===== config.mk =====
export PLATFORM = sky130hd
export DESIGN_NAME = bicr_responder
export DESIGN_NICKNAME = d
export VERILOG_FILES = /design/src/rtl/bicr_pkg.sv /design/src/rtl/bicr_wear_ctr.sv /design/src/rtl/bicr_responder.sv
export SDC_FILE = /design/constraint.sdc
export NUM_CORES = 1
export LEC_CHECK = 0
export BUFFER_PORTS_ARGS = -buffer_cell sky130_fd_sc_hd__buf_4
export CAP_MARGIN = 10
export CORE_ASPECT_RATIO = 1.75
export CORE_MARGIN = 2
export CORE_UTILIZATION = 40
export CTS_BUF_LIST = sky130_fd_sc_hd__clkbuf_16
export DETAILED_ROUTE_END_ITERATION = 8
export GPL_TIMING_DRIVEN = 0
export PLACE_DENSITY = 0.68
export SLEW_MARGIN = 20
export SYNTH_ARGS = -nofsm -noshare
export SYNTH_HDL_FRONTEND = slang
export SYNTH_HIERARCHICAL = 1
export SYNTH_SLANG_ARGS = --single-unit

===== constraint.sdc =====
create_clock -name clk_i -period 4.6 [get_ports clk_i]
set_clock_uncertainty 0.05 [all_clocks]
set_input_delay 0.23 -clock clk_i [delete_from_list [all_inputs] [get_ports clk_i]]
set_output_delay 0.23 -clock clk_i [all_outputs]
set_load 0.05 [all_outputs]

===== src/rtl/bicr_pkg.sv =====
// How it works
// RL1 - command finished without any fault reports the no-error code
// RL2 - command arriving while another is in progress reports busy
// RL3 - reserved or unimplemented vendor command codes report reserved-command
// RL4 - standard codes this responder does not serve report unsupported-command
// RL5 - writes to read-only information commands are refused with access denied
// RL6 - out-of-range values report the overflow/underflow code
// RL7 - transfer of wrong size for the command reports bad size
// RL8 - faults fitting no other class report unknown error
// RL9 - error code sits in low three bits, encoded 0 to 7
// RL10 - code 0x17 reads wear count; threshold at store 0x37-0x38 sets charge per count
// RL11 - every change of wear count is written back to store 0x0c-0x0d
// RL12 - wear count saturates at 65,535
// RL13 - code 0x18 returns nominal capacity, unit chosen by capacity mode bit
// RL14 - code 0x19 returns nominal voltage from store 0x04-0x05
// RL15 - code 0x1a returns specification word from store 0x06-0x07
// RL16 - specification word packs version nibbles, voltage and current exponents
// RL17 - whoever programs the store leaves both exponents at zero
// RL18 - date packs 7-bit year since 1980, 4-bit month, 5-bit day
// RL19 - code 0x1b returns packed date from store 0x08-0x09
// RL20 - code 0x1c returns serial number from store 0x0a-0x0b
// RL21 - code 0x20 returns maker string from store 0x0e-0x19
// RL22 - maker string goes as block read: length byte then up to 11 characters
// RL23 - numeric commands answer low byte first; writes are refused
// RL24 - error field is updated by every command received
package bicr_pkg;

  // ----------------------------------------------------------------
  // command codes
  // ----------------------------------------------------------------
  localparam logic [7:0] CMD_WEAR     = 8'h17;
  localparam logic [7:0] CMD_CAP      = 8'h18;
  localparam logic [7:0] CMD_VOLT     = 8'h19;
  localparam logic [7:0] CMD_SPEC     = 8'h1a;
  localparam logic [7:0] CMD_DATE     = 8'h1b;
  localparam logic [7:0] CMD_SERIAL   = 8'h1c;
  localparam logic [7:0] CMD_MAKER    = 8'h20;
  localparam logic [7:0] CMD_STD_LAST = 8'h23;

  // ----------------------------------------------------------------
  // parameter store locations (high byte at the lower address)
  // ----------------------------------------------------------------
  localparam logic [7:0] NV_VOLT    = 8'h04;
  localparam logic [7:0] NV_SPEC    = 8'h06;
  localparam logic [7:0] NV_DATE    = 8'h08;
  localparam logic [7:0] NV_SERIAL  = 8'h0a;
  localparam logic [7:0] NV_WEAR    = 8'h0c;
  localparam logic [7:0] NV_WEAR_LO = 8'h0d;
  localparam logic [7:0] NV_NAME    = 8'h0e;
  localparam logic [7:0] NV_THRESH  = 8'h37;

  // ----------------------------------------------------------------
  // counts and limits
  // ----------------------------------------------------------------
  localparam int unsigned NAME_MAX   = 11;
  localparam logic [3:0]  WORD_BYTES = 4'h2;
  localparam logic [1:0]  BOOT_LAST  = 2'h3;
  localparam logic [15:0] WEAR_SAT   = 16'hffff;
  localparam logic [15:0] WEAR_RST   = 16'h0000;
  localparam logic [15:0] THRESH_RST = 16'h0001;
  localparam logic [3:0]  MONTH_MIN  = 4'h1;
  localparam logic [3:0]  MONTH_MAX  = 4'hc;

  // error field of the status word
  typedef enum logic [2:0] {
    ERR_NONE              = 3'b000,
    ERR_BUSY              = 3'b001,
    ERR_RESERVED_CMD      = 3'b010,
    ERR_UNIMPLEMENTED_CMD = 3'b011,
    ERR_WRITE_REFUSED     = 3'b100,
    ERR_OVERFLOW          = 3'b101,
    ERR_WRONG_LENGTH      = 3'b110,
    ERR_UNCLASSIFIED      = 3'b111
  } bicr_err_t;

  // ----------------------------------------------------------------
  // carriers
  // ----------------------------------------------------------------
  typedef struct packed {
    logic       wr;
    logic       blk;
    logic [7:0] code;
  } bicr_req_t;

  typedef struct packed {
    logic       valid;
    logic       last;
    logic [7:0] data;
  } bicr_rsp_t;

  typedef struct packed {
    logic       en;
    logic [7:0] addr;
  } bicr_nv_rd_t;

  typedef struct packed {
    logic       en;
    logic [7:0] addr;
    logic [7:0] data;
  } bicr_nv_wr_t;

  typedef struct packed {
    logic [3:0] current_exponent;
    logic [3:0] voltage_exponent;
    logic [3:0] version_high_nibble;
    logic [3:0] version_low_nibble;
  } bicr_spec_t;

  typedef struct packed {
    logic [6:0] year_since_base;
    logic [3:0] month;
    logic [4:0] day;
  } bicr_date_t;

endpackage : bicr_pkg


===== src/rtl/bicr_wear_ctr.sv =====
module bicr_wear_ctr (
  // clock, reset, enable
  input  wire logic        clk_i,
  input  wire logic        srst_i,
  input  wire logic        ce_i,
  // start-up load from the parameter store
  input  wire logic        load_i,
  input  wire logic [15:0] count_ld_i,
  input  wire logic [15:0] thresh_ld_i,
  // charge events and write-back handshake
  input  wire logic        tick_i,
  input  wire logic        wb_take_i,
  output logic [15:0]      count_o,
  output logic             sat_o,
  output logic             wb_pend_o
);

  logic [15:0] acc_q;
  logic [15:0] thresh_q;
  logic [15:0] count_q;
  logic        pend_q;

  // ----------------------------------------------------------------
  // threshold decode
  // ----------------------------------------------------------------
  wire [15:0] thr_eff = (thresh_q == bicr_pkg::WEAR_RST) ? bicr_pkg::THRESH_RST : thresh_q;
  wire        roll    = tick_i && (acc_q >= 16'(thr_eff - bicr_pkg::THRESH_RST)); // RL10
  wire        bump    = roll && (count_q != bicr_pkg::WEAR_SAT);                // RL12

  // charge accumulator and wear count
  always_ff @(posedge clk_i)
  begin
    if (srst_i)
    begin
      acc_q    <= bicr_pkg::WEAR_RST;
      thresh_q <= bicr_pkg::THRESH_RST;
      count_q  <= bicr_pkg::WEAR_RST;
    end
    else if (ce_i)
    begin
      if (load_i)
      begin
        acc_q    <= bicr_pkg::WEAR_RST;
        thresh_q <= thresh_ld_i;
        count_q  <= count_ld_i;
      end
      else if (tick_i)
      begin
        acc_q <= roll ? bicr_pkg::WEAR_RST : 16'(acc_q + 16'h0001);
        if (bump)
          count_q <= 16'(count_q + 16'h0001);
      end
    end
  end

  // write-back request; a new change wins over the take
  always_ff @(posedge clk_i)
  begin
    if (srst_i)
      pend_q <= 1'b0;
    else if (ce_i)
      pend_q <= (bump && !load_i) ? 1'b1 : (wb_take_i ? 1'b0 : pend_q); // RL11
  end

  assign count_o   = count_q;
  assign sat_o     = (count_q == bicr_pkg::WEAR_SAT);
  assign wb_pend_o = pend_q;
endmodule : bicr_wear_ctr


===== src/rtl/bicr_responder.sv =====
module bicr_responder #(
  parameter int unsigned MAX_CHARS = bicr_pkg::NAME_MAX
) (
  // clock, reset, enable
  input  wire logic                 clk_i,
  input  wire logic                 srst_i,
  input  wire logic                 ce_i,
  // command request from the smbus protocol layer
  input  wire logic                 req_valid_i,
  input  wire bicr_pkg::bicr_req_t  req_i,
  // answer bytes and command result
  output bicr_pkg::bicr_rsp_t       rsp_o,
  input  wire logic                 rsp_ready_i,
  output logic                      done_o,
  output bicr_pkg::bicr_err_t       err_code_o,
  // gauge side
  input  wire logic                 charge_tick_i,
  input  wire logic                 cap_mode_i,
  input  wire logic [15:0]          cap_mah_i,
  input  wire logic [15:0]          cap_10mwh_i,
  // nonvolatile parameter store
  output bicr_pkg::bicr_nv_rd_t     nv_rd_o,
  input  wire logic [7:0]           nv_rdata_i,
  input  wire logic                 nv_fault_i,
  output bicr_pkg::bicr_nv_wr_t     nv_wr_o
);

  // ----------------------------------------------------------------
  // parameter check
  // ----------------------------------------------------------------
  if (MAX_CHARS < 1 || MAX_CHARS > bicr_pkg::NAME_MAX)
  begin : g_bad_chars
    $error("MAX_CHARS out of range");
  end

  localparam logic [7:0] MAX_B = 8'(MAX_CHARS);

  typedef enum logic [2:0] {
    S_BOOT = 3'b000,
    S_RD   = 3'b001,
    S_CAP  = 3'b010,
    S_IDLE = 3'b011,
    S_SEND = 3'b100,
    S_WB   = 3'b101
  } bicr_state_t;

  bicr_state_t           state_q;
  bicr_state_t           state_d;
  logic                  booting_q;
  logic [3:0]            idx_q;
  logic [3:0]            n_q;
  logic [7:0]            cmd_q;
  logic                  fault_q;
  logic [15:0]           word_q;
  logic [31:0]           boot_buf_q;
  logic                  load_q;
  logic [15:0]           wb_val_q;
  logic                  wb_hi_q;
  bicr_pkg::bicr_rsp_t   rsp_q;
  logic                  done_q;
  bicr_pkg::bicr_err_t   err_q;
  bicr_pkg::bicr_nv_rd_t nv_rd_q;
  bicr_pkg::bicr_nv_wr_t nv_wr_q;
  logic [15:0]           wear_count;
  logic                  wear_sat;
  logic                  wb_pend;

  // ----------------------------------------------------------------
  // request classification
  // ----------------------------------------------------------------
  wire       idle     = (state_q == S_IDLE);
  wire       req_in   = ce_i && req_valid_i;
  wire [7:0] code     = idle ? req_i.code : cmd_q;
  wire       is_str   = (code == bicr_pkg::CMD_MAKER);
  wire       is_loc   = (code == bicr_pkg::CMD_WEAR) || (code == bicr_pkg::CMD_CAP);
  wire       is_ours  = is_loc || is_str || (code == bicr_pkg::CMD_VOLT)
                     || (code == bicr_pkg::CMD_SPEC) || (code == bicr_pkg::CMD_DATE)
                     || (code == bicr_pkg::CMD_SERIAL);
  wire       is_std   = (code <= bicr_pkg::CMD_STD_LAST);
  wire       busy_hit = req_in && !idle;                                      // RL2
  bicr_pkg::bicr_err_t req_err;
  assign req_err = !is_ours ? (is_std ? bicr_pkg::ERR_UNIMPLEMENTED_CMD      // RL4
                                      : bicr_pkg::ERR_RESERVED_CMD)          // RL3
                 : req_i.wr ? bicr_pkg::ERR_WRITE_REFUSED                    // RL5 RL23
                 : (req_i.blk != is_str) ? bicr_pkg::ERR_WRONG_LENGTH        // RL7
                 : bicr_pkg::ERR_NONE;
  wire start = req_in && idle && (req_err == bicr_pkg::ERR_NONE);

  // ----------------------------------------------------------------
  // byte addressing and answer sources
  // ----------------------------------------------------------------
  wire [3:0] nxt_idx = idle ? 4'h0 : 4'(idx_q + 4'h1);
  wire [7:0] base    = (code == bicr_pkg::CMD_VOLT)   ? bicr_pkg::NV_VOLT      // RL14
                     : (code == bicr_pkg::CMD_SPEC)   ? bicr_pkg::NV_SPEC      // RL15
                     : (code == bicr_pkg::CMD_DATE)   ? bicr_pkg::NV_DATE      // RL19
                     : (code == bicr_pkg::CMD_SERIAL) ? bicr_pkg::NV_SERIAL    // RL20
                     : bicr_pkg::NV_NAME;                                      // RL21
  // low byte at the odd location goes first
  wire [3:0] offs    = is_str ? nxt_idx : {3'b000, ~nxt_idx[0]};               // RL23
  wire [7:0] rd_addr = 8'(base + {4'h0, offs});
  wire [7:0] boot_addr = 8'((idx_q[1] ? bicr_pkg::NV_THRESH : bicr_pkg::NV_WEAR)
                         + {7'h00, idx_q[0]});
  wire [15:0] loc_word = (code == bicr_pkg::CMD_WEAR) ? wear_count             // RL10
                       : (cap_mode_i ? cap_10mwh_i : cap_mah_i);               // RL13
  wire [7:0] loc_byte = nxt_idx[0] ? loc_word[15:8] : loc_word[7:0];
  wire       loc_last = (nxt_idx == 4'h1);

  // length byte clipped to the string limit
  wire [7:0] len_clip = (nv_rdata_i > MAX_B) ? MAX_B : nv_rdata_i;             // RL22
  wire       len_slot = is_str && (idx_q == 4'h0);
  wire [7:0] cap_byte = len_slot ? len_clip : nv_rdata_i;
  wire [3:0] n_eff    = len_slot ? 4'(len_clip[3:0] + 4'h1) : n_q;
  wire       cap_last = (idx_q == 4'(n_eff - 4'h1));
  wire       sent     = ce_i && (state_q == S_SEND) && rsp_ready_i;
  wire       finish   = sent && rsp_q.last;

  // ----------------------------------------------------------------
  // value checks at the end of a command
  // ----------------------------------------------------------------
  bicr_pkg::bicr_date_t date_v;
  bicr_pkg::bicr_spec_t spec_v;
  assign date_v = word_q;                                                      // RL18
  assign spec_v = word_q;                                                      // RL16
  wire date_bad = (cmd_q == bicr_pkg::CMD_DATE)
               && (date_v.month < bicr_pkg::MONTH_MIN || date_v.month > bicr_pkg::MONTH_MAX);
  wire spec_bad = (cmd_q == bicr_pkg::CMD_SPEC)
               && (spec_v.voltage_exponent != 4'h0 || spec_v.current_exponent != 4'h0);
  wire ovf      = ((cmd_q == bicr_pkg::CMD_WEAR) && wear_sat) || date_bad || spec_bad;
  bicr_pkg::bicr_err_t fin_err;
  assign fin_err = fault_q ? bicr_pkg::ERR_UNCLASSIFIED                        // RL8
                 : ovf ? bicr_pkg::ERR_OVERFLOW                                // RL6
                 : bicr_pkg::ERR_NONE;                                         // RL1
  wire wb_take = ce_i && idle && !req_valid_i && wb_pend;                     // RL11

  // ----------------------------------------------------------------
  // sequencer
  // ----------------------------------------------------------------
  always_comb
  begin
    state_d = state_q;
    case (state_q)
      S_BOOT: state_d = S_RD;
      S_RD:   state_d = S_CAP;
      S_CAP:
      begin
        if (!booting_q)
          state_d = S_SEND;
        else if (idx_q[1:0] == bicr_pkg::BOOT_LAST)
          state_d = S_IDLE;
        else
          state_d = S_BOOT;
      end
      S_IDLE:
      begin
        if (start)
          state_d = is_loc ? S_SEND : S_RD;
        else if (wb_take)
          state_d = S_WB;
      end
      S_SEND:
      begin
        if (rsp_ready_i)
          state_d = rsp_q.last ? S_IDLE : (is_loc ? S_SEND : S_RD);
      end
      S_WB:   state_d = wb_hi_q ? S_WB : S_IDLE;
      default: state_d = S_BOOT;
    endcase
  end

  always_ff @(posedge clk_i)
  begin
    if (srst_i)
      state_q <= S_BOOT;
    else if (ce_i)
      state_q <= state_d;
  end

  // byte index, length and command capture
  always_ff @(posedge clk_i)
  begin
    if (srst_i)
    begin
      idx_q     <= 4'h0;
      n_q       <= 4'h0;
      cmd_q     <= 8'h00;
      booting_q <= 1'b1;
    end
    else if (ce_i)
    begin
      if (start)
      begin
        cmd_q <= req_i.code;
        idx_q <= 4'h0;
        n_q   <= bicr_pkg::WORD_BYTES;
      end
      else if (state_q == S_CAP && booting_q)
      begin
        idx_q     <= 4'(idx_q + 4'h1);
        booting_q <= (idx_q[1:0] != bicr_pkg::BOOT_LAST);
      end
      else if (state_q == S_CAP)
        n_q <= n_eff;
      else if (sent)
        idx_q <= nxt_idx;
    end
  end

  // fetched data, fault flag and start-up words
  always_ff @(posedge clk_i)
  begin
    if (srst_i)
    begin
      fault_q    <= 1'b0;
      word_q     <= 16'h0000;
      boot_buf_q <= 32'h0000_0000;
      load_q     <= 1'b0;
    end
    else if (ce_i)
    begin
      load_q <= (state_q == S_CAP) && booting_q && (idx_q[1:0] == bicr_pkg::BOOT_LAST);
      if (start)
      begin
        fault_q <= 1'b0;
        word_q  <= 16'h0000;
      end
      else if (state_q == S_CAP && booting_q)
        boot_buf_q <= {boot_buf_q[23:0], nv_rdata_i};
      else if (state_q == S_CAP)
      begin
        fault_q <= fault_q || nv_fault_i;                                      // RL8
        if (idx_q[0])
          word_q[15:8] <= nv_rdata_i;
        else
          word_q[7:0] <= nv_rdata_i;
      end
    end
  end

  // answer byte register
  always_ff @(posedge clk_i)
  begin
    if (srst_i)
      rsp_q <= '0;
    else if (ce_i)
    begin
      if ((start || (sent && !rsp_q.last)) && is_loc)
        rsp_q <= '{valid: 1'b1, last: loc_last, data: loc_byte};               // RL23
      else if (state_q == S_CAP && !booting_q)
        rsp_q <= '{valid: 1'b1, last: cap_last, data: cap_byte};               // RL22
      else if (sent)
        rsp_q <= '0;
    end
  end

  // result of every command, busy taking precedence
  always_ff @(posedge clk_i)
  begin
    if (srst_i)
    begin
      done_q <= 1'b0;
      err_q  <= bicr_pkg::ERR_NONE;
    end
    else if (ce_i)
    begin
      done_q <= busy_hit || finish || (req_in && idle && !start);            // RL24
      if (busy_hit)
        err_q <= bicr_pkg::ERR_BUSY;                                           // RL2
      else if (finish)
        err_q <= fin_err;                                                      // RL1
      else if (req_in && idle && !start)
        err_q <= req_err;                                                      // RL24
    end
  end

  // parameter store read strobe
  always_ff @(posedge clk_i)
  begin
    if (srst_i)
      nv_rd_q <= '0;
    else if (ce_i)
    begin
      if (state_q == S_BOOT)
        nv_rd_q <= '{en: 1'b1, addr: boot_addr};
      else if ((start || (sent && !rsp_q.last)) && !is_loc)
        nv_rd_q <= '{en: 1'b1, addr: rd_addr};
      else
        nv_rd_q.en <= 1'b0;
    end
  end

  // wear count write-back, high byte then low byte
  always_ff @(posedge clk_i)
  begin
    if (srst_i)
    begin
      nv_wr_q  <= '0;
      wb_val_q <= 16'h0000;
      wb_hi_q  <= 1'b0;
    end
    else if (ce_i)
    begin
      if (wb_take)
      begin
        nv_wr_q  <= '{en: 1'b1, addr: bicr_pkg::NV_WEAR, data: wear_count[15:8]}; // RL11
        wb_val_q <= wear_count;
        wb_hi_q  <= 1'b1;
      end
      else if (state_q == S_WB && wb_hi_q)
      begin
        nv_wr_q <= '{en: 1'b1, addr: bicr_pkg::NV_WEAR_LO, data: wb_val_q[7:0]};  // RL11
        wb_hi_q <= 1'b0;
      end
      else
        nv_wr_q.en <= 1'b0;
    end
  end

  bicr_wear_ctr u_wear (
    .clk_i       (clk_i),
    .srst_i      (srst_i),
    .ce_i        (ce_i),
    .load_i      (load_q),
    .count_ld_i  (boot_buf_q[31:16]),
    .thresh_ld_i (boot_buf_q[15:0]),
    .tick_i      (charge_tick_i),
    .wb_take_i   (wb_take),
    .count_o     (wear_count),
    .sat_o       (wear_sat),
    .wb_pend_o   (wb_pend)
  );

  assign rsp_o      = rsp_q;
  assign done_o     = done_q;
  assign err_code_o = err_q;                                                   // RL9
  assign nv_rd_o    = nv_rd_q;
  assign nv_wr_o    = nv_wr_q;
endmodule : bicr_responder


[Word-level counts from Yosys, hierarchy flattened]
Index checks and enable logic that the tools add are counted.
Operators by class
  add/sub/neg operators: 8
  multipliers: 0
  divide/modulo/power cells: 0
  order comparisons: 5
  eq/ne operators: 27
  shift-type cells: 0
  multiplexer cells: 67
  bitwise gates (word level): 2
  reductions and logical operators: 78
Operators with widths (number)
  two-way mux 16 bit: 13
  equality test 8 x 5 -> 1 bit, second input constant: 9
  two-way mux 8 bit: 7
  two-way mux 3 bit: 17
  two-way mux 4 bit: 12
  adder 16 x 1 -> 16 bit, second input constant: 2
  two-way mux 10 bit: 3
  logical AND 1 bit: 25
  case mux 3 bit (6 select lines): 1
  AND reduction 2 bit: 9
  two-way mux 17 bit: 1
  equality test 16 bit, second input constant: 1
  greater-or-equal comparator 16 bit: 1
  logical NOT 16 bit: 1
  inequality test 16 bit, second input constant: 1
  subtractor 16 x 1 -> 16 bit, second input constant: 1
  AND reduction 3 bit: 5
  logical OR 1 bit: 14
  nonzero test 2 bit: 7
  two-way mux 1 bit: 10
  two-way mux 9 bit: 1
  nonzero test 3 bit: 3
  adder 4 x 1 -> 4 bit, second input constant: 2
  equality test 8 x 6 -> 1 bit, second input constant: 1
  26 further kinds: 40
Storage, ports and cells
  flip-flop bits (word level): 168
  latch bits: 0
  bits in writable memories: 0
  ROM bits: 0
  input bits: 58
  memories kept: 0

[Logic depth before layout (Yosys ltp)]
Gate-level depths: netlist of run 1.
  word-level depth: 17
  depth in mapped cells: 19
  gate-level depth less buffers: 17

[Hierarchy]
The synthesis of run 1 kept the hierarchy.
Modules (own cells, without submodules)
  bicr_responder: instances 1, cells each 692, area each 5660.4 um2, sequential area each 2122.0 um2
  bicr_wear_ctr: instances 1, cells each 381, area each 2954.1 um2, sequential area each 980.9 um2

[Least setup slack after synthesis of run 1]
Ideal clock, no wire load.
  path type: register to register
  from: register u_wear.thresh_q[9]
  to: register u_wear.count_q[13], in the netlist u_wear/count_o[13]
  setup time: 130 ps
  arrival time: 4176 ps
  path slack: 243 ps
  cell stages (with the launch flop): 20
  clock period less this slack: 4357 ps
  path through: dfxtp_1 > or4_4 > or3_4 > nor4_4 > a21oi_1 > ha_1 > nor3b_1 > nand2_1 > or2_1 > nor3_1 > xnor2_1 > ha_1 > nand4_1 > a211o_1 > o32a_1 > a21o_1 > buf_2 > buf_2 > nor3_1 > o22ai_1
On the way
  longest elaborated chain between the ends: 8
RTL lines
  from (decl): line bicr_wear_ctr.sv:19  | logic [15:0] thresh_q;
  from (signal assigned): line bicr_wear_ctr.sv:36  | thresh_q <= bicr_pkg::THRESH_RST;
  from (signal assigned): line bicr_wear_ctr.sv:44  | thresh_q <= thresh_ld_i;
  logical NOT 16 bit: line bicr_wear_ctr.sv:26  | wire [15:0] thr_eff = (thresh_q == bicr_pkg::WEAR_RST) ? bicr_pkg::THRESH_RST : thresh_q;
  two-way mux 16 bit (*): line bicr_wear_ctr.sv:26
  subtractor 16 x 1 -> 16 bit (*): line bicr_wear_ctr.sv:27  | wire roll = tick_i && (acc_q >= 16'(thr_eff - bicr_pkg::THRESH_RST));
  greater-or-equal comparator 16 bit (*): line bicr_wear_ctr.sv:27
  logical AND 1 bit (*): line bicr_wear_ctr.sv:27
  logical AND 1 bit (*): line bicr_wear_ctr.sv:28  | wire bump = roll && (count_q != bicr_pkg::WEAR_SAT);
  nonzero test 2 bit (no source line) (*)
  AND reduction 3 bit (no source line) (*)
  to (signal assigned): line bicr_wear_ctr.sv:37  | count_q <= bicr_pkg::WEAR_RST;
  to (signal assigned): line bicr_wear_ctr.sv:45  | count_q <= count_ld_i;
  to (signal assigned): line bicr_wear_ctr.sv:51  | count_q <= 16'(count_q + 16'h0001);
  to (decl): line bicr_wear_ctr.sv:20  | logic [15:0] count_q;
Every way passes the cells marked *; elsewhere a longest branch is shown, timed or not.
A chain may end at the register's enable or synchronous reset.

[Worst setup path after layout of run 1]
  from: register u_wear.thresh_q[9]
  to: register u_wear.count_q[15], in the netlist u_wear/count_o[15]
Same word-level chain as after synthesis.

==> results by group, run 1 <==
Timing
  – Maximum clock frequency: between 200 and 250 MHz
  – Slew @ Worst Pin: 1.04 ns
  – Minimum period implied by the final worst setup slack: about 4.7 ns
  – Post-Route Setup TNS: -0.265 ns
  – Number of failing setup endpoints in the final timing report: 12
  – Final WS setup: -0.0548 ns
  – Slew Viols, Final: 0
  – Final hold violation count: 0
  – Final cycle utilization of the critical path: 1.01
  – Setup repair after global routing missed its margin: true
  – Relative slew slack: 0.300

Worst setup path
  – Cell depth of the worst flop-to-flop path: 18
  – Crit path DAT: a little under 5 ns
  – Crit. End Element: flop
  – R2R Path Start: u_wear/thresh_q[9]$_SDFFE_PP0P_
  – Startpoint type of the worst setup path: flop
  – Timing startpoint of the critical path: u_wear/thresh_q[9]$_SDFFE_PP0P_
  – Maximum fanout count along the critical path: 5
  – Setup crit end: u_wear/count_o[15]$_SDFFE_PP0P_
  – R2R setup slack: -0.05 ns
  – Worst Setup Path Type: flop to flop
  – Capture instance of the worst register-to-register path: u_wear/count_o[15]$_SDFFE_PP0P_
  – Required time at the worst-slack endpoint: 4.87 ns

Route
  – WL per Instance: approximately 19 um
  – Drt initial violations: between 600 and 700
  – Number of nets still failing antenna checks after routing: 0
  – Average vias per placed instance: just under 6
  – Wire length reported by the detailed router: between 20,000 and 30,000 um
  – Residual DRC: 0
  – Detailed-router iteration count before antenna repair: 5
  – Routed via count: 8,517

Synthesis
  – Synth Cell Area: about 8600 sq um
  – Flops & latches, synth: 155
  – Distinct cells, synth: 88
  – Largest cells by area after synthesis: sky130_fd_sc_hd__dfxtp_1 (36%), sky130_fd_sc_hd__nand2_1 (8.2%), sky130_fd_sc_hd__a21oi_1 (7.0%)
  – Warning count from the yosys run: 6
  – Synthesized netlist cell count: 1,073
  – Commonest register cell after synthesis: sky130_fd_sc_hd__dfxtp_1
  – Sequential-to-total area share from yosys stat: 0.360
  – Number of enable-type register cells in the synthesized netlist: 0
  – Most area-hungry cell type in the Yosys netlist: sky130_fd_sc_hd__dfxtp_1
  – Share of synthesized flip-flops with an asynchronous set or reset: 0
  – Per-instance average area after synthesis: around 8 sq um
  – Share of Yosys cell area claimed by the top area cell type: 0.360

Layout
  – Non-filler instance count after layout: between 1,000 and 1,500
  – Nets@finish: about 1,300
  – Storage cell area: about 3100 sq um
  – Share of layout cells above drive strength 1: 0.187
  – Antenna diode instance count: 0
  – Synthesis-to-layout area growth: 22.3%
  – Final cell area excluding filler cells: 10,500 sq um
  – Combined area of the multi-input logic cells: around 5200 sq um
  – Total of fill cells in the finished design: roughly 2,100

Place
  – Placed Instances: roughly 1,400
  – Post-detailed-placement cell area: a little under 10,000 sq um
  – Number of I/O port buffers: 87
  – DP HPWL: around 21,000 um
  – RD Place Congestion: 0.948

Floorplanning
  – # IOs: about 100
  – Count of standard-cell rows: 71
  – Effective utilization at floorplan: 0.404
  – Std-Cell Core Area: 21,300 sq um
  – Die outline height: slightly below 200 um
  – Horizontal die dimension: 115 um
  – Area of the die: 22,800 sq um

Clock tree
  – Clk root buf: sky130_fd_sc_hd__clkbuf_16
  – Sink Count: ~160
  – Number of buffers created by CTS: 17
  – Max H-tree Level: 4
  – Count of hold buffers inserted by post-cts repair: 0
  – Longest Clk Path Bufs: 2
  – Later-pin clock latency in the skew report: roughly 0.43 ns
  – CTS tree: yes
  – Clock-pin slew on the worst setup and hold paths: ~0.06 ns

Flow run
  – Max-Cap Viols: 0

Global route
  – Largest net degree at the start of global routing: 17
  – Wire length of the first global-routing pass: about 43,000 um
  – Antenna violations before repair: 0
  – Total congestion overflow after global routing: 0
  – Number of global-route vias before repair: slightly above 8,000
  – Tot GR Track Use: 0.244

Status
  – Violations in the final reports: setup timing
  – Run status: complete, but fails checks

Pwr
  – Static leakage: between 4 and 5 nW
  – Worst IR Drop VDD: 201 uV
  – Power per cell area: ~280 nW/um^2

Worst hold path
  – Hold Crit Class: input port to flop
  – Hold depth: 3
## cells in the mapped netlist, types with 8 or more instances
cell	number
sky130_fd_sc_hd__a211oi_1	12
sky130_fd_sc_hd__a21o_1	11
sky130_fd_sc_hd__a21oi_1	120
sky130_fd_sc_hd__a22oi_1	17
sky130_fd_sc_hd__a31oi_1	12
sky130_fd_sc_hd__and3_1	9
sky130_fd_sc_hd__buf_2	12
sky130_fd_sc_hd__buf_4	13
sky130_fd_sc_hd__clkbuf_1	38
sky130_fd_sc_hd__dfxtp_1	155
sky130_fd_sc_hd__ha_1	28
sky130_fd_sc_hd__inv_1	26
sky130_fd_sc_hd__mux2i_1	23
sky130_fd_sc_hd__mux4_2	8
sky130_fd_sc_hd__nand2_1	189
sky130_fd_sc_hd__nand3_1	29
sky130_fd_sc_hd__nand4_1	9
sky130_fd_sc_hd__nor2_1	89
sky130_fd_sc_hd__nor3_1	26
sky130_fd_sc_hd__nor4_1	15
sky130_fd_sc_hd__o211ai_1	14
sky130_fd_sc_hd__o21ai_0	37
sky130_fd_sc_hd__o21ai_1	23
sky130_fd_sc_hd__xnor2_1	21
## worst max-delay path, cell delays in order, from the launching register on
cell                       delay, ns
sky130_fd_sc_hd__dfxtp_2        0.32
sky130_fd_sc_hd__or4_4          0.54
sky130_fd_sc_hd__or3_4          0.36
sky130_fd_sc_hd__nor4_4         0.32
sky130_fd_sc_hd__a21oi_2        0.11
sky130_fd_sc_hd__ha_2           0.22
sky130_fd_sc_hd__nor3b_4        0.16
sky130_fd_sc_hd__nand2_1        0.10
sky130_fd_sc_hd__or2_4          0.16
sky130_fd_sc_hd__nor3_2         0.05
sky130_fd_sc_hd__xnor2_1        0.14
sky130_fd_sc_hd__ha_1           0.31
sky130_fd_sc_hd__nand4_1        0.20
sky130_fd_sc_hd__a211o_1        0.28
sky130_fd_sc_hd__o32a_1         0.40
sky130_fd_sc_hd__a21o_1         0.25
sky130_fd_sc_hd__buf_4          0.19
sky130_fd_sc_hd__o311ai_1       0.27
sky130_fd_sc_hd__o21ai_1        0.10
## repair_timing
action / CTS / global route
buffers inserted: 11 / 7
cloned: 0 / 4
setup endpoints to repair: 33 / 33
pin swaps: 9 / 25
resized for setup: 13 / 32
## per-stage QoR
step | worst slack [ns] | power, mW | util | hold slack, ns
2_1_floorplan | 0.243 | 1.58 | - | 0.316
3_3_place_gp | -0.420 | 1.70 | 0.451 | 0.391
3_5_place_dp | -0.441 | 1.70 | 0.451 | 0.396
4_1_cts | 0.00293 | 3.00 | 0.481 | 0.00471
5_1_grt | -0.180 | 3.08 | 0.494 | 0.0276
6_report | -0.0548 | 2.99 | 0.494 | 0.0221
## power by group
part	leakage, nW	internal, mW	switching, mW
logic	2.53	0.115	0.198
registers	1.25	1.36	0.0117
clock network	0.259	0.732	0.578
## cell families after synthesis
| kind of cell | count (synthesis) | share of synthesized area |
|---|---|---|
| other cells | 1 | 0.000435 |
| xor+xnor | 28 | 0.0285 |
| simple gates | 427 | 0.241 |
| fa+ha+maj | 29 | 0.0430 |
| mux | 32 | 0.0489 |
| buf+inv | 100 | 0.0553 |
| compound gates | 301 | 0.223 |
| flops | 155 | 0.360 |
## how the worst min path moves through the flow
stage                                           start                           to  slack, ns
after floorplan                         nv_rdata_i[0]   boot_buf_q[0]$_SDFFE_PP0P_       0.32
after global placement       wb_val_q[4]$_SDFFE_PP0P_     wb_val_q[4]$_SDFFE_PP0P_       0.39
after detailed placement  boot_buf_q[26]$_SDFFE_PP0P_  boot_buf_q[26]$_SDFFE_PP0P_       0.40
after CTS                                    req_i[0]        cmd_q[0]$_SDFFE_PP0P_      0.005
after global routing                    nv_rdata_i[5]   boot_buf_q[5]$_SDFFE_PP0P_       0.03
final                                        req_i[0]        cmd_q[0]$_SDFFE_PP0P_       0.02
## placed cells by master, fill, tap and decap left out, types with 12 or more instances in the layout
cell type | netlist | layout
sky130_fd_sc_hd__mux2i_1 | 23 | 23
sky130_fd_sc_hd__nor3_1 | 26 | 23
sky130_fd_sc_hd__ha_1 | 28 | 27
sky130_fd_sc_hd__clkbuf_1 | 38 | 36
sky130_fd_sc_hd__buf_4 | 13 | 119
sky130_fd_sc_hd__a31oi_1 | 12 | 12
sky130_fd_sc_hd__nand2_1 | 189 | 189
sky130_fd_sc_hd__a22oi_1 | 17 | 17
sky130_fd_sc_hd__o211ai_1 | 14 | 14
sky130_fd_sc_hd__o21ai_1 | 23 | 22
sky130_fd_sc_hd__xnor2_1 | 21 | 21
sky130_fd_sc_hd__nor4_1 | 15 | 14
sky130_fd_sc_hd__dfxtp_1 | 155 | 153
sky130_fd_sc_hd__a21oi_1 | 120 | 118
sky130_fd_sc_hd__nand3_1 | 29 | 28
sky130_fd_sc_hd__clkbuf_16 | 0 | 19
sky130_fd_sc_hd__inv_1 | 26 | 30
sky130_fd_sc_hd__nor2_1 | 89 | 89
sky130_fd_sc_hd__o21ai_0 | 37 | 37
## state kept, by name (all words and copies together), names as in the netlist, 3 cells and up
signal / cells
u_wear/count_o: 16
wb_val_q: 8
nv_wr_o: 11
rsp_o: 10
u_wear/thresh_q: 16
cmd_q: 8
date_v: 11
err_code_o: 3
boot_buf_q: 32
idx_q: 4
nv_rd_o: 7
u_wear/acc_q: 16
state_q: 3
n_q: 4
## area by class of cell
type                    count  area share
inverters                  27     0.00962
flip-flops and latches    155       0.295
plain buffers              72      0.0390
repair buffers            108      0.0803
multi-input cells         825       0.495
well taps                 255      0.0303
clock inverters            15      0.0106
clock buffers              17      0.0404
## per-layer routing
metal	routed length (um)	track usage	part of all wire	up-vias
met5	0	0	0	-
met4	1960	0.165	0.070	0
met3	1390	0.0404	0.049	95
met2	15100	0.455	0.54	345
met1	9610	0.239	0.34	3964
li1	-	-	-	4113
Note: power is estimated with default switching activity, not from simulation.
==> run 2: changes to the inputs <==
- ABC_AREA: default -> 1
==> run 2 against run 1 <==
Fmax is 28% higher. Via count increased by 13%. Sequential power increased by 4%. Non-clock buffer count fell by 21. Sequential share of layout area fell by 1.1 points. Count of clock-buffer cells in the layout stayed put. Final cell count rose by 26%. Largest power group unchanged. Final area up 3.7%. Register-to-register slack improved by 1.0 ns. Total power up 11%. The run now ends clean.
==> results by group, run 2 <==
Clock tree
  – Clk root buf: sky130_fd_sc_hd__clkbuf_16
  – Post-cts gate resize count: 0
  – Clock-pin slew on the worst setup and hold paths: approximately 0.06 ns
  – Sink Count: about 160
  – CTS tree: yes
  – Longest Clk Path Bufs: 2
  – Max H-tree Level: 4
  – Later-pin clock latency in the skew report: roughly 0.44 ns
  – Number of buffers created by CTS: 17

Worst setup path
  – Standard cell with the maximum stage delay on the critical path: sky130_fd_sc_hd__dfxtp_1
  – Maximum fanout count along the critical path: 10
  – Critical Path Max Stage Delay: 0.41 ns
  – R2R setup slack: around 0.98 ns
  – Capture instance of the worst register-to-register path: u_wear/acc_q[14]$_SDFFE_PP0P_
  – Crit. End Element: flop
  – R2R Path Start: u_wear/thresh_q[4]$_SDFFE_PP0P_
  – Worst Setup Path Type: flop to flop
  – Crit path DAT: ~3.9 ns
  – CP Cell Sequence: nor2_1 -> nand2_1 -> nor2_1 -> a21oi_2 -> ha_1 -> nand2_1 -> inv_1 -> nand2_1 -> nor3_1 -> xor2_1 -> inv_1 -> ha_1 -> nand2_1 -> nor4_1 -> nand2_1 -> nand2_2 -> nand2_2 -> buf_4 -> nand3_1 -> a21oi_1
  – Startpoint type of the worst setup path: flop
  – Cell depth of the worst flop-to-flop path: 20
  – Dominant cell type by count on the critical path: sky130_fd_sc_hd__nand2_1
  – Required time at the worst-slack endpoint: 4.85 ns

Global route
  – Number of global-route vias before repair: 9,522
  – Total congestion overflow after global routing: 0
  – Wire length of the first global-routing pass: roughly 47,000 um
  – Largest net degree at the start of global routing: 17
  – Antenna violations before repair: 0
  – Tot GR Track Use: 0.242

Route
  – Routed via count: about 9,600
  – Wire length reported by the detailed router: roughly 29,000 um
  – Average vias per placed instance: approximately 5.2
  – Detailed-router iteration count before antenna repair: 7
  – WL per Instance: about 16 um
  – Number of nets still failing antenna checks after routing: 0
  – Residual DRC: 0
  – Drt initial violations: about 540

Timing
  – Post-Route Setup TNS: 0 ns
  – Setup repair after global routing missed its margin: false
  – Minimum period implied by the final worst setup slack: between 3 and 4 ns
  – Final cycle utilization of the critical path: 0.788
  – Final hold violation count: 0
  – Slew @ Worst Pin: a little under 0.9 ns
  – Maximum clock frequency: between 200 and 300 MHz
  – Relative slew slack: 0.412
  – Number of failing setup endpoints in the final timing report: 0
  – Slew Viols, Final: 0

Synthesis
  – Warning count from the yosys run: 6
  – Sequential-to-total area share from yosys stat: 0.335
  – Flops & latches, synth: about 160
  – Count leader, synth: sky130_fd_sc_hd__nand2_1
  – Distinct cells, synth: 52
  – Number of enable-type register cells in the synthesized netlist: 0
  – Largest cells by area after synthesis: sky130_fd_sc_hd__dfxtp_1 (34%), sky130_fd_sc_hd__nand2_1 (16%), sky130_fd_sc_hd__a21oi_1 (7.4%)
  – Per-instance average area after synthesis: approximately 6.5 sq um
  – Share of Yosys cell area claimed by the top area cell type: 0.335
  – Top post-synthesis cells by count: sky130_fd_sc_hd__nand2_1 (389), sky130_fd_sc_hd__nor2_1 (157), sky130_fd_sc_hd__dfxtp_1 (155)
  – Most area-hungry cell type in the Yosys netlist: sky130_fd_sc_hd__dfxtp_1
  – Commonest register cell after synthesis: sky130_fd_sc_hd__dfxtp_1
  – Synth Cell Area: ~9000 sq um
  – Synthesized netlist cell count: roughly 1,400
  – Share of synthesized flip-flops with an asynchronous set or reset: 0

Floorplanning
  – Std-Cell Core Area: about 23,000 sq um
  – Die outline height: 205 um
  – Effective utilization at floorplan: 0.407
  – Area of the die: ~24,000 sq um
  – Count of standard-cell rows: 73
  – # IOs: 98
  – Horizontal die dimension: about 120 um

Layout
  – Top library cells by usage in the layout, fill and taps aside: sky130_fd_sc_hd__nand2_1 (389), sky130_fd_sc_hd__nor2_1 (157), sky130_fd_sc_hd__dfxtp_1 (155), sky130_fd_sc_hd__a21oi_1 (136), sky130_fd_sc_hd__inv_1 (133)
  – Most common cell after layout, fill and taps aside: sky130_fd_sc_hd__nand2_1
  – Non-filler instance count after layout: ~1,900
  – Final cell area excluding filler cells: roughly 11,000 sq um
  – Nets@finish: roughly 1,600
  – Synthesis-to-layout area growth: 18.0%
  – Number of flip-flops in the largest register: 32
  – Register containing the most flip-flops in the final layout: boot_buf_q
  – Share of layout cells above drive strength 1: 0.120
  – Total of fill cells in the finished design: between 2,000 and 2,500
  – Antenna diode instance count: 0

Worst hold path
  – Hold-critical path endpoint: date_v[9]$_SDFFE_PP0P_
  – Critical hold path startpoint: nv_rdata_i[1]
  – Hold Crit Class: input port to flop
  – Hold depth: 3

Place
  – DP HPWL: about 22,000 um
  – Number of I/O port buffers: 89
  – Placed Instances: ~1,800
  – RD Place Congestion: roughly 0.96
  – Post-detailed-placement cell area: slightly above 10,000 sq um

Pwr
  – Worst IR Drop VDD: approximately 230 uV
  – Power per cell area: ~310 nW/um^2
  – Static leakage: about 4.7 nW

Status
  – Run status: finished clean

Flow run
  – Max-Cap Viols: 0
run 2: cell families after synthesis:
group | after synthesis | share of synthesized area
compound gates | 263 | 0.152
xor+xnor | 33 | 0.0312
fa+ha+maj | 29 | 0.0400
buf+inv | 204 | 0.0957
flops | 155 | 0.335
mux | 4 | 0.00433
other cells | 1 | 0.000405
simple gates | 734 | 0.342
run 2: per-layer routing:
metal / GRT usage / part of all wire / up-vias
met4: 0.146 / 0.054 / 0
li1: - / - / 4841
met1: 0.247 / 0.37 / 4366
met2: 0.457 / 0.53 / 330
met5: 0 / 0 / -
met3: 0.0366 / 0.044 / 90
run 2: final cells by class:
type	instances	area, sq um	area share
timing repair buffer	91	688	0.0630
sequential	155	3100	0.284
clock inverter	14	155	0.0142
multi-input combinational	1070	5290	0.484
inverter	136	510	0.0467
tap	300	375	0.0344
clock buffer	17	425	0.0389
buffer	68	375	0.0344
run 2: power by group:
| group | switching, mW | leakage [nW] | internal [mW] | total (mW) |
|---|---|---|---|---|
| sequential | 0.0561 | 1.25 | 1.38 | 1.43 |
| combinational | 0.304 | 3.19 | 0.167 | 0.470 |
| clock | 0.590 | 0.279 | 0.841 | 1.43 |
| total | 0.950 | 4.72 | 2.39 | 3.34 |
run 2: repair_timing:
action / CTS / global route
hold buffers: 2 / 0
endpoints found under the setup margin: 0 / 0
hold endpoints to repair: 4 / 0
buffers inserted: 0 / 0
run 2: worst max-delay path, delay by kind of cell (launching register included):
| kind | cells | cell delay (ns) |
|---|---|---|
| AO/OA/AOI/OAI | 2 | 0.32 |
| flip-flops | 1 | 0.41 |
| adder cells (fa/ha/maj) | 2 | 0.50 |
| buffers and inverters | 3 | 0.39 |
| AND/OR/NAND/NOR | 12 | 1.62 |
| XOR/XNOR | 1 | 0.17 |
run 2: worst max path at each step:
stage                                    start                       endpoint  slack (ns)  cells after the start
2_1_floorplan  u_wear/thresh_q[4]$_SDFFE_PP0P_  u_wear/acc_q[10]$_SDFFE_PP0P_        1.65                     20
3_3_place_gp   u_wear/thresh_q[4]$_SDFFE_PP0P_  u_wear/acc_q[14]$_SDFFE_PP0P_        1.07                     20
3_5_place_dp   u_wear/thresh_q[4]$_SDFFE_PP0P_  u_wear/acc_q[14]$_SDFFE_PP0P_        1.04                     20
4_1_cts        u_wear/thresh_q[4]$_SDFFE_PP0P_  u_wear/acc_q[14]$_SDFFE_PP0P_        1.00                     20
5_1_grt        u_wear/thresh_q[4]$_SDFFE_PP0P_  u_wear/acc_q[14]$_SDFFE_PP0P_        0.54                     20
6_report       u_wear/thresh_q[4]$_SDFFE_PP0P_  u_wear/acc_q[14]$_SDFFE_PP0P_        0.98                     20
run 2: through the flow:
| stage | hold slack (ns) | setup slack (ns) | total power, mW | util |
|---|---|---|---|---|
| floorplan | 0.249 | 1.65 | 1.76 | - |
| global placement | 0.379 | 1.07 | 1.92 | 0.454 |
| detailed placement | 0.380 | 1.04 | 1.93 | 0.454 |
| CTS | 0.0384 | 1.00 | 3.35 | 0.480 |
| global route | 0.0442 | 0.545 | 3.46 | 0.480 |
| finish | 0.0515 | 0.975 | 3.34 | 0.480 |
